==> src/include/drcs_pkg.sv <==
// Constants for the drive run-command and setpoint selection block.
// Assumes a 40 MHz core clock and a 32-bit classic Wishbone register bus.
package drcs_pkg;

  // ----------------------------------------------------------------------
  // Register map (byte addresses)
  // ----------------------------------------------------------------------
  localparam int ADR_W = 8;
  localparam logic [7:0] REG_SRC_SEL = 8'h00;
  localparam logic [7:0] REG_IN_FUNC = 8'h04;
  localparam logic [7:0] REG_SETPOINT = 8'h08;
  localparam logic [7:0] REG_ACCEL = 8'h0c;
  localparam logic [7:0] REG_DECEL = 8'h10;
  localparam logic [7:0] REG_STATUS = 8'h14;

  // ----------------------------------------------------------------------
  // Field layout and writable masks
  // ----------------------------------------------------------------------
  localparam int SRC_FREQ_LSB = 0;
  localparam int SRC_CMD_LSB = 8;
  localparam int FUNC_FWD_LSB = 0;
  localparam int FUNC_REV_LSB = 8;
  localparam int FUNC_ANA_LSB = 16;
  localparam int STAT_RUN_BIT = 16;
  localparam int STAT_REV_BIT = 17;
  localparam int STAT_CMD_BIT = 18;
  localparam logic [31:0] MASK_SRC_SEL = 32'h0000_0303;
  localparam logic [31:0] MASK_IN_FUNC = 32'h000f_0f0f;
  localparam logic [31:0] MASK_HALF = 32'h0000_ffff;

  // ----------------------------------------------------------------------
  // Selection codes
  // ----------------------------------------------------------------------
  localparam logic [1:0] CMD_SRC_KEYPAD = 2'h0;
  localparam logic [1:0] CMD_SRC_TERMINAL = 2'h1;
  localparam logic [1:0] FREQ_SRC_KEYPAD = 2'h0;
  localparam logic [1:0] FREQ_SRC_ANALOG = 2'h3;
  localparam logic [3:0] FUNC_FORWARD_RUN = 4'h2;
  localparam logic [3:0] FUNC_REVERSE_RUN = 4'h3;
  localparam logic [3:0] FUNC_ANALOG_FREQ = 4'h2;

  // ----------------------------------------------------------------------
  // Reset values (frequency in 0.01 Hz units)
  // ----------------------------------------------------------------------
  localparam logic [31:0] RST_SRC_SEL = 32'h0000_0000;
  localparam logic [31:0] RST_IN_FUNC = 32'h0002_0302;
  localparam logic [15:0] RST_SETPOINT = 16'h1388;
  localparam logic [15:0] RST_ACCEL = 16'h00c8;
  localparam logic [15:0] RST_DECEL = 16'h00c8;
  localparam logic [15:0] FREQ_MAX = 16'h2710;
  localparam logic [15:0] FREQ_KEY_STEP = 16'h000a;

  // ----------------------------------------------------------------------
  // Timing: ramp base tick
  // ----------------------------------------------------------------------
  localparam int CLK_PERIOD_NS = 25;
  localparam int RAMP_TICK_NS = 1000;
  localparam int RAMP_TICK_CYC = (RAMP_TICK_NS + CLK_PERIOD_NS - 1) / CLK_PERIOD_NS;

  // Synchronised pin indices
  localparam int PIN_RUN = 0;
  localparam int PIN_STOP = 1;
  localparam int PIN_UP = 2;
  localparam int PIN_DOWN = 3;
  localparam int PIN_FWD = 4;
  localparam int PIN_REV = 5;
  localparam int PIN_N = 6;

endpackage

==> src/design/drcs_core.sv <==
// Run-command and frequency-setpoint selection for a motor drive.
// Assumes keypad and terminal pins are asynchronous, the analogue sample
// arrives on the core clock, and a classic Wishbone master drives the bus.
//
// Overview of operation
// RULE1: command source 0 keypad, 1 terminals
// RULE2: frequency source 0 keypad, 3 analogue
// RULE3: forward input active when its function is 2
// RULE4: reverse input active when its function is 3
// RULE5: only forward closed runs forward, open stops
// RULE6: only reverse closed runs reverse, open stops
// RULE7: both or neither terminal asserted stops motor
// RULE8: keypad run key starts, stop key halts
// RULE9: up/down keys or writes change setpoint
// RULE10: analogue source used when its function is 2
// RULE11: digital setpoint register feeds keypad source
// RULE12: ramp uses acceleration and deceleration times
// RULE13: inputs from unselected sources are ignored
`timescale 1ns/1ps

module drcs_core
  import drcs_pkg::*;
#(
  parameter int ANA_W = 16,
  parameter int TICK_CYC = RAMP_TICK_CYC
) (
  input wire logic i_core_clk,
  input wire logic i_rst,
  input wire logic i_wb_cyc,
  input wire logic i_wb_stb,
  input wire logic i_wb_we,
  input wire logic [ADR_W-1:0] i_wb_adr,
  input wire logic [3:0] i_wb_sel,
  input wire logic [31:0] i_wb_dat,
  output logic o_wb_ack,
  output logic [31:0] o_wb_dat,
  input wire logic i_key_run,
  input wire logic i_key_stop,
  input wire logic i_key_up,
  input wire logic i_key_down,
  input wire logic i_forward_run_input,
  input wire logic i_reverse_run_input,
  input wire logic [ANA_W-1:0] i_analog_input_one,
  output logic [15:0] o_out_freq,
  output logic o_reverse,
  output logic o_running
);

  // ----------------------------------------------------------------------
  // Pin synchronisers and edge detect
  // ----------------------------------------------------------------------
  logic [PIN_N-1:0] pins;
  logic [PIN_N-1:0] sync1_q, sync2_q, prev_q;
  logic [PIN_N-1:0] edge_s;
  assign pins = {i_reverse_run_input, i_forward_run_input, i_key_down,
                 i_key_up, i_key_stop, i_key_run};
  assign edge_s = sync2_q & ~prev_q;

  // Two flops then a history flop for key edges
  always_ff @(posedge i_core_clk or posedge i_rst) begin
    if (i_rst) begin
      sync1_q <= '0;
      sync2_q <= '0;
      prev_q <= '0;
    end else begin
      sync1_q <= pins;
      sync2_q <= sync1_q;
      prev_q <= sync2_q;
    end
  end

  // ----------------------------------------------------------------------
  // Wishbone slave and register file
  // ----------------------------------------------------------------------
  logic ack_q, ack_d;
  logic [31:0] rdat_q, rdat_d;
  logic [31:0] src_q, src_d, func_q, func_d;
  logic [15:0] setpt_q, setpt_d, accel_q, accel_d, decel_q, decel_d;
  logic bus_wr;
  logic [1:0] cmd_src, freq_src;
  logic [3:0] fwd_fn, rev_fn, ana_fn;
  logic [15:0] freq_q, freq_d;
  logic run_q, run_d, dir_q, dir_d, odir_q, odir_d, runo_q, runo_d;

  assign cmd_src = src_q[SRC_CMD_LSB +: 2];
  assign freq_src = src_q[SRC_FREQ_LSB +: 2];
  assign fwd_fn = func_q[FUNC_FWD_LSB +: 4];
  assign rev_fn = func_q[FUNC_REV_LSB +: 4];
  assign ana_fn = func_q[FUNC_ANA_LSB +: 4];
  // Write commits at the edge where the master sees ack
  assign bus_wr = i_wb_cyc && i_wb_stb && i_wb_we && ack_q;

  // Byte-lane merge of a write into a stored word
  function automatic logic [31:0] merge(input logic [31:0] old,
                                        input logic [31:0] wdat,
                                        input logic [3:0] sel,
                                        input logic [31:0] mask);
    logic [31:0] res;
    res = old;
    for (int b = 0; b < 4; b++) begin
      if (sel[b]) begin
        res[8*b +: 8] = wdat[8*b +: 8];
      end
    end
    return res & mask;
  endfunction

  // Ack, read mux and register writes
  always_comb begin
    ack_d = i_wb_cyc && i_wb_stb && !ack_q;
    rdat_d = '0;
    src_d = src_q;
    func_d = func_q;
    accel_d = accel_q;
    decel_d = decel_q;
    if (i_wb_adr == REG_SRC_SEL) begin
      rdat_d = src_q;
    end else if (i_wb_adr == REG_IN_FUNC) begin
      rdat_d = func_q;
    end else if (i_wb_adr == REG_SETPOINT) begin
      rdat_d = {16'h0000, setpt_q};
    end else if (i_wb_adr == REG_ACCEL) begin
      rdat_d = {16'h0000, accel_q};
    end else if (i_wb_adr == REG_DECEL) begin
      rdat_d = {16'h0000, decel_q};
    end else if (i_wb_adr == REG_STATUS) begin
      rdat_d = {16'h0000, freq_q};
      rdat_d[STAT_RUN_BIT] = runo_q;
      rdat_d[STAT_REV_BIT] = odir_q;
      rdat_d[STAT_CMD_BIT] = run_q;
    end
    if (bus_wr) begin
      if (i_wb_adr == REG_SRC_SEL) begin
        src_d = merge(src_q, i_wb_dat, i_wb_sel, MASK_SRC_SEL);
      end else if (i_wb_adr == REG_IN_FUNC) begin
        func_d = merge(func_q, i_wb_dat, i_wb_sel, MASK_IN_FUNC);
      end else if (i_wb_adr == REG_ACCEL) begin
        accel_d = 16'(merge({16'h0000, accel_q}, i_wb_dat, i_wb_sel, MASK_HALF)); // [RULE12]
      end else if (i_wb_adr == REG_DECEL) begin
        decel_d = 16'(merge({16'h0000, decel_q}, i_wb_dat, i_wb_sel, MASK_HALF)); // [RULE12]
      end
    end
  end

  // Bus registers
  always_ff @(posedge i_core_clk or posedge i_rst) begin
    if (i_rst) begin
      ack_q <= 1'b0;
      rdat_q <= '0;
      src_q <= RST_SRC_SEL;
      func_q <= RST_IN_FUNC;
      accel_q <= RST_ACCEL;
      decel_q <= RST_DECEL;
    end else begin
      ack_q <= ack_d;
      rdat_q <= ack_d ? rdat_d : '0;
      src_q <= src_d;
      func_q <= func_d;
      accel_q <= accel_d;
      decel_q <= decel_d;
    end
  end

  // ----------------------------------------------------------------------
  // Digital setpoint: bus write wins over keys
  // ----------------------------------------------------------------------
  logic sp_wr, key_up, key_dn;
  assign sp_wr = bus_wr && (i_wb_adr == REG_SETPOINT);
  assign key_up = (freq_src == FREQ_SRC_KEYPAD) && edge_s[PIN_UP]; // [RULE13]
  assign key_dn = (freq_src == FREQ_SRC_KEYPAD) && edge_s[PIN_DOWN]; // [RULE13]

  always_comb begin
    setpt_d = setpt_q;
    if (sp_wr) begin
      setpt_d = 16'(merge({16'h0000, setpt_q}, i_wb_dat, i_wb_sel, MASK_HALF)); // [RULE9]
    end else if (key_up && !key_dn) begin
      setpt_d = (setpt_q > FREQ_MAX - FREQ_KEY_STEP) ? FREQ_MAX : setpt_q + FREQ_KEY_STEP; // [RULE9]
    end else if (key_dn && !key_up) begin
      setpt_d = (setpt_q < FREQ_KEY_STEP) ? 16'h0000 : setpt_q - FREQ_KEY_STEP; // [RULE9]
    end
  end

  // Setpoint register
  always_ff @(posedge i_core_clk or posedge i_rst) begin
    if (i_rst) begin
      setpt_q <= RST_SETPOINT; // [RULE11]
    end else begin
      setpt_q <= setpt_d;
    end
  end

  // ----------------------------------------------------------------------
  // Run command selection
  // ----------------------------------------------------------------------
  logic fwd_en, rev_en;
  assign fwd_en = sync2_q[PIN_FWD] && (fwd_fn == FUNC_FORWARD_RUN); // [RULE3]
  assign rev_en = sync2_q[PIN_REV] && (rev_fn == FUNC_REVERSE_RUN); // [RULE4]

  always_comb begin
    run_d = 1'b0;
    dir_d = dir_q;
    case (cmd_src) // [RULE1] [RULE13]
      CMD_SRC_KEYPAD: begin
        dir_d = 1'b0;
        if (edge_s[PIN_STOP]) begin
          run_d = 1'b0; // [RULE8]
        end else if (edge_s[PIN_RUN]) begin
          run_d = 1'b1; // [RULE8]
        end else begin
          run_d = run_q;
        end
      end
      CMD_SRC_TERMINAL: begin
        run_d = fwd_en ^ rev_en; // [RULE5] [RULE6] [RULE7]
        if (fwd_en ^ rev_en) begin
          dir_d = rev_en;
        end
      end
      default: begin
        run_d = 1'b0;
      end
    endcase
  end

  // ----------------------------------------------------------------------
  // Frequency target and ramp
  // ----------------------------------------------------------------------
  logic [15:0] ana_freq, src_freq, tgt;
  logic [$clog2(TICK_CYC+1)-1:0] tick_cnt_q, tick_cnt_d;
  logic [15:0] ramp_cnt_q, ramp_cnt_d;
  logic tick, ramp_step;

  assign ana_freq = (16'(i_analog_input_one) > FREQ_MAX) ? FREQ_MAX : 16'(i_analog_input_one);
  assign tick = (tick_cnt_q == ($clog2(TICK_CYC+1))'(TICK_CYC - 1));

  // Source mux then direction-aware target
  always_comb begin
    src_freq = 16'h0000;
    if (freq_src == FREQ_SRC_KEYPAD) begin
      src_freq = setpt_q; // [RULE2] [RULE11]
    end else if (freq_src == FREQ_SRC_ANALOG && ana_fn == FUNC_ANALOG_FREQ) begin
      src_freq = ana_freq; // [RULE2] [RULE10]
    end
    tgt = (run_q && dir_q == odir_q) ? src_freq : 16'h0000;
  end

  // Ramp steps one unit each accel/decel time plus one, in ticks
  always_comb begin
    tick_cnt_d = tick ? '0 : tick_cnt_q + 1'b1;
    ramp_cnt_d = ramp_cnt_q;
    ramp_step = 1'b0;
    freq_d = freq_q;
    if (freq_q == tgt) begin
      ramp_cnt_d = '0;
    end else if (tick) begin
      if (ramp_cnt_q >= ((freq_q < tgt) ? accel_q : decel_q)) begin // [RULE12]
        ramp_cnt_d = '0;
        ramp_step = 1'b1;
        freq_d = (freq_q < tgt) ? freq_q + 16'h0001 : freq_q - 16'h0001;
      end else begin
        ramp_cnt_d = ramp_cnt_q + 16'h0001;
      end
    end
    odir_d = (freq_q == 16'h0000) ? dir_q : odir_q;
    runo_d = run_d || (freq_d != 16'h0000);
  end

  // Run, direction and ramp registers
  always_ff @(posedge i_core_clk or posedge i_rst) begin
    if (i_rst) begin
      run_q <= 1'b0;
      dir_q <= 1'b0;
      odir_q <= 1'b0;
      runo_q <= 1'b0;
      freq_q <= '0;
      tick_cnt_q <= '0;
      ramp_cnt_q <= '0;
    end else begin
      run_q <= run_d;
      dir_q <= dir_d;
      odir_q <= odir_d;
      runo_q <= runo_d;
      freq_q <= freq_d;
      tick_cnt_q <= tick_cnt_d;
      ramp_cnt_q <= ramp_cnt_d;
    end
  end

  assign o_wb_ack = ack_q;
  assign o_wb_dat = rdat_q;
  assign o_out_freq = freq_q;
  assign o_reverse = odir_q;
  assign o_running = runo_q;
endmodule

==> config.mk <==
export PLATFORM = sky130hd
export DESIGN_NAME = drcs_core
export DESIGN_NICKNAME = d
export VERILOG_FILES = /design/src/include/drcs_pkg.sv /design/src/design/drcs_core.sv
export SDC_FILE = /design/constraint.sdc
export NUM_CORES = 1
export LEC_CHECK = 0
export ABC_CLOCK_PERIOD_IN_PS = 11600
export BUFFER_PORTS_ARGS = -buffer_cell sky130_fd_sc_hd__clkbuf_2
export CAP_MARGIN = 20
export CORE_MARGIN = 2
export CORE_UTILIZATION = 40
export DETAILED_ROUTE_END_ITERATION = 10
export SYNTH_ARGS = -nofsm -noshare
export SYNTH_HDL_FRONTEND = slang
export SYNTH_SLANG_ARGS = --single-unit
==> constraint.sdc <==
create_clock -name i_core_clk -period 11.6 [get_ports i_core_clk]
set_input_delay 1.16 -clock i_core_clk [delete_from_list [all_inputs] [get_ports i_core_clk]]
set_output_delay 1.16 -clock i_core_clk [all_outputs]
set_load 0.02 [all_outputs]
==> metrics <==
number of clock sinks seen by CTS=approximately 140; count of H-tree levels built during CTS=4; launch point of the worst reg-to-reg path=func_q[17]$_DFFE_PP1P_; die span in x=150.7 um; chip height=around 150 um; Post-CTS Setup Repair Bufs=0; number of failing setup endpoints in the final timing report=0; Slowest-stage cell, CP=a221oi_4; Initial Utilization=0.4081; most frequent cell after synthesis=dfrtp_1; die footprint=22700 um^2; area of the core=~21000 um^2; hold-fix buffer count after cts=0; unrepaired setup endpoints after global routing=false; hold path startpoint=sync1_q[5]$_DFF_PP0_; iteration-0 DRC count of the detailed router=roughly 640; number of antenna violations at the first check in global routing=0; net count of the finished layout=approximately 1100; number of max-cap violations=0; relative max-transition margin=0.3432; run status=finished, final reports clean; input/output buffers=96; Worst Hold Margin=roughly 0.35 ns; share of the synthesized area in the top cell type=0.3722; worst setup skew after layout=0.01040 ns; most frequent cell on the critical path=nand2_1; number of vias per cell=between 5 and 6; worst stage delay on the critical path=around 0.66 ns; via count of the first global-routing pass=between 6000 and 7000; slack of the worst reg-to-reg path=~4 ns; DRC violations left=0; family with the most delay on the worst path=compound AO/OA/AOI/OAI gates; endpoint of the lowest-slack register-to-register path=o_running$_DFF_PP0_; DRT Wirelength=around 25000 um; type of element capturing the critical path=register; TritonCTS clock tree=built; hold violation count in the final report=0; slew at the pin closest to its max-slew limit=0.9768 ns; largest net degree at the start of global routing=75; signed area change from the synthesized netlist to the final layout=15.38%; Critical Path AT=around 8.5 ns; crit-path max FO=17; setup total negative slack=0 ns; Resized Gates After CTS=0; sequential share of the synthesized area=0.4180; Root Driver=clkbuf_16; critical path class=primary input to register; number of distinct library cell variants in the gate-level netlist after synthesis=70; cell count after synthesis=roughly 890; class of the most critical hold timing path=register to register; leakage component of the power=roughly 4.6 nW; crit path launch type=primary input; total power draw=roughly 1.7 mW; number of core rows=53; most instantiated cells after synthesis=dfrtp_1 (128), nand2_1 (84), nor2_1 (76); number of inserted diodes=0; CTS Buffer Depth=2; Final GP Congestion=~0.93; number of antenna-violating nets in the routed design=0; Synthesis Warnings=0; maximum VDD drop=about 0.000096 V; Primary FF master, synth=dfrtp_1; number of slew-limit violations in the final report=0; leading cell types by total area after synthesis=dfrtp_1 (37%), mux2_2 (8.1%), ha_1 (7.3%), dfstp_2 (4.6%), a21oi_1 (3.7%); maximum operating frequency=approximately 120 MHz; GRT Residual Overflow=0; Clock Pin Slew Worst Setup and Hold Paths=0.07 ns; depth of the worst hold-timing path=0; routed via count=about 7300; layout cell share with drive strength beyond 1=0.2348; area of the mapped netlist=approximately 8600 um^2; fraction of the cycle the final worst path needs=0.7018; overall global routing resource usage=0.2243; Clock Latency Late Sink=0.43 ns; Pwr per Cell Area=between 150 and 200 nW/um^2; instance area after placement=approximately 9300 um^2; clock buffers created by TritonCTS=17; required time of the critical path=around 12 ns; drt first pass iters=6; share of flip-flops with an asynchronous set or reset after synthesis=1.000; number of enable flip-flop cells after synthesis=0; post-route cell area=approximately 9900 um^2; boundary pin count=around 120; mean post-synth cell area=9.702 um^2; wire length of the first global-routing pass=roughly 38000 um; post-detailed-route wirelength per cell=approximately 20 um; cell type with the highest aggregate area in the netlist=dfrtp_1; final standard cell count with taps included and fillers excluded=between 1000 and 1500; DPL Wire Length=18450 um; Crit path buffers/inverters=2; post-synthesis sequential element count=143; post-layout minimum cycle time=8.141 ns; placed cell count=around 1200; logic depth of the worst register-to-register path=23; capture endpoint of the worst hold path=sync2_q[5]$_DFF_PP0_
## worst register-to-register path, delay by kind of cell (launching register included)
family                   cells  cell delay (ns)
AND/OR/NAND/NOR             10             2.89
buffers and inverters        2             0.52
flip-flops                   1             0.55
adder cells (fa/ha/maj)      2             0.62
multiplexers                 2             0.74
AO/OA/AOI/OAI                7             2.20
## flip-flops by register name, summed over array words and instances, names as in the netlist
register    cells
o_wb_dat       20
accel_q        16
decel_q        16
o_out_freq     16
ramp_cnt_q     16
setpt_q        16
func_q         12
sync1_q         6
sync2_q         6
tick_cnt_q      6
prev_q          4
src_q           4
dir_q           1
o_reverse       1
o_running       1
o_wb_ack        1
run_q           1
## placed cells by master, fill, tap and decap left out, types with 5 or more instances in the layout
master     count
clkbuf_2      96
a21oi_1       64
xor2_1        14
ha_1          50
o21ai_1        6
xnor2_1       20
a22o_1         9
o21a_1         5
o22ai_1        7
mux2_2        62
nor2b_1       13
nor4_1         6
o21ai_0       39
nand3_1       30
clkbuf_16     17
mux2i_1       20
o211ai_1       7
conb_1        12
nand2_1       84
a222oi_1      12
inv_1         17
nor3_1        24
a211oi_1       7
nand2b_1       5
or3_1          9
dfrtp_1      128
buf_4          8
o31ai_1        8
a21o_1         7
dfstp_2       15
a22oi_1        9
nor2_1        76
inv_8          7
and2_1         6
nand4_1        9
and3_1        16
## per-stage QoR
stage,util,setup slack (ns)
final,0.4709,3.459
after global routing,0.4709,3.115
after global placement,0.4419,3.242
after CTS,0.4709,3.641
after detailed placement,0.4419,3.237
after floorplan,-,4.409
## logic make-up (layout without fill, tap and decap cells)
logic type | Yosys count | count (layout) | synth area share
compound gates | 209 | 209 | 0.1615
xor+xnor | 34 | 34 | 0.03460
fa+ha+maj | 51 | 51 | 0.07502
buf+inv | 68 | 154 | 0.03606
flops | 143 | 143 | 0.4180
mux | 84 | 84 | 0.1079
other cells | 1 | 12 | 0.0004358
simple gates | 297 | 297 | 0.1665
## how the worst max path moves through the flow
stage / from / end / slack (ns) / cells after the start
6_report: i_analog_input_one[0] / o_running$_DFF_PP0_ / 3.46 / 25
4_1_cts: i_analog_input_one[0] / o_running$_DFF_PP0_ / 3.64 / 25
2_1_floorplan: i_analog_input_one[0] / o_running$_DFF_PP0_ / 4.41 / 26
3_5_place_dp: i_analog_input_one[0] / o_running$_DFF_PP0_ / 3.24 / 25
5_1_grt: i_analog_input_one[0] / o_running$_DFF_PP0_ / 3.12 / 25
3_3_place_gp: i_analog_input_one[0] / o_running$_DFF_PP0_ / 3.24 / 25
## power by group
group          internal (mW)  leakage (nW)  switching [mW]  total (mW)
combinational          0.203          2.45           0.278       0.481
sequential             0.531          1.86          0.0811       0.613
clock                  0.295         0.300           0.267       0.562
total                   1.03          4.62           0.626        1.66
## per-layer routing
metal | track usage | share of wire | up-vias
met5 | 0 | 0 | -
li1 | - | - | 3421
met3 | 0.04394 | 0.080 | 43
met2 | 0.3191 | 0.43 | 317
met1 | 0.3360 | 0.46 | 3557
met4 | 0.08224 | 0.027 | 0
## final cells by class
| type | instances | area, um^2 |
|---|---|---|
| fillers | 2026 | 11160 |
| multi-input cells | 687 | 4763 |
| flip-flops and latches | 143 | 3597 |
| repair buffers | 104 | 540.5 |
| clock buffers | 17 | 425.4 |
| well taps | 275 | 344.1 |
| clock inverters | 15 | 186.4 |
| inverters | 18 | 72.57 |
(Power assumes the default switching activity.)
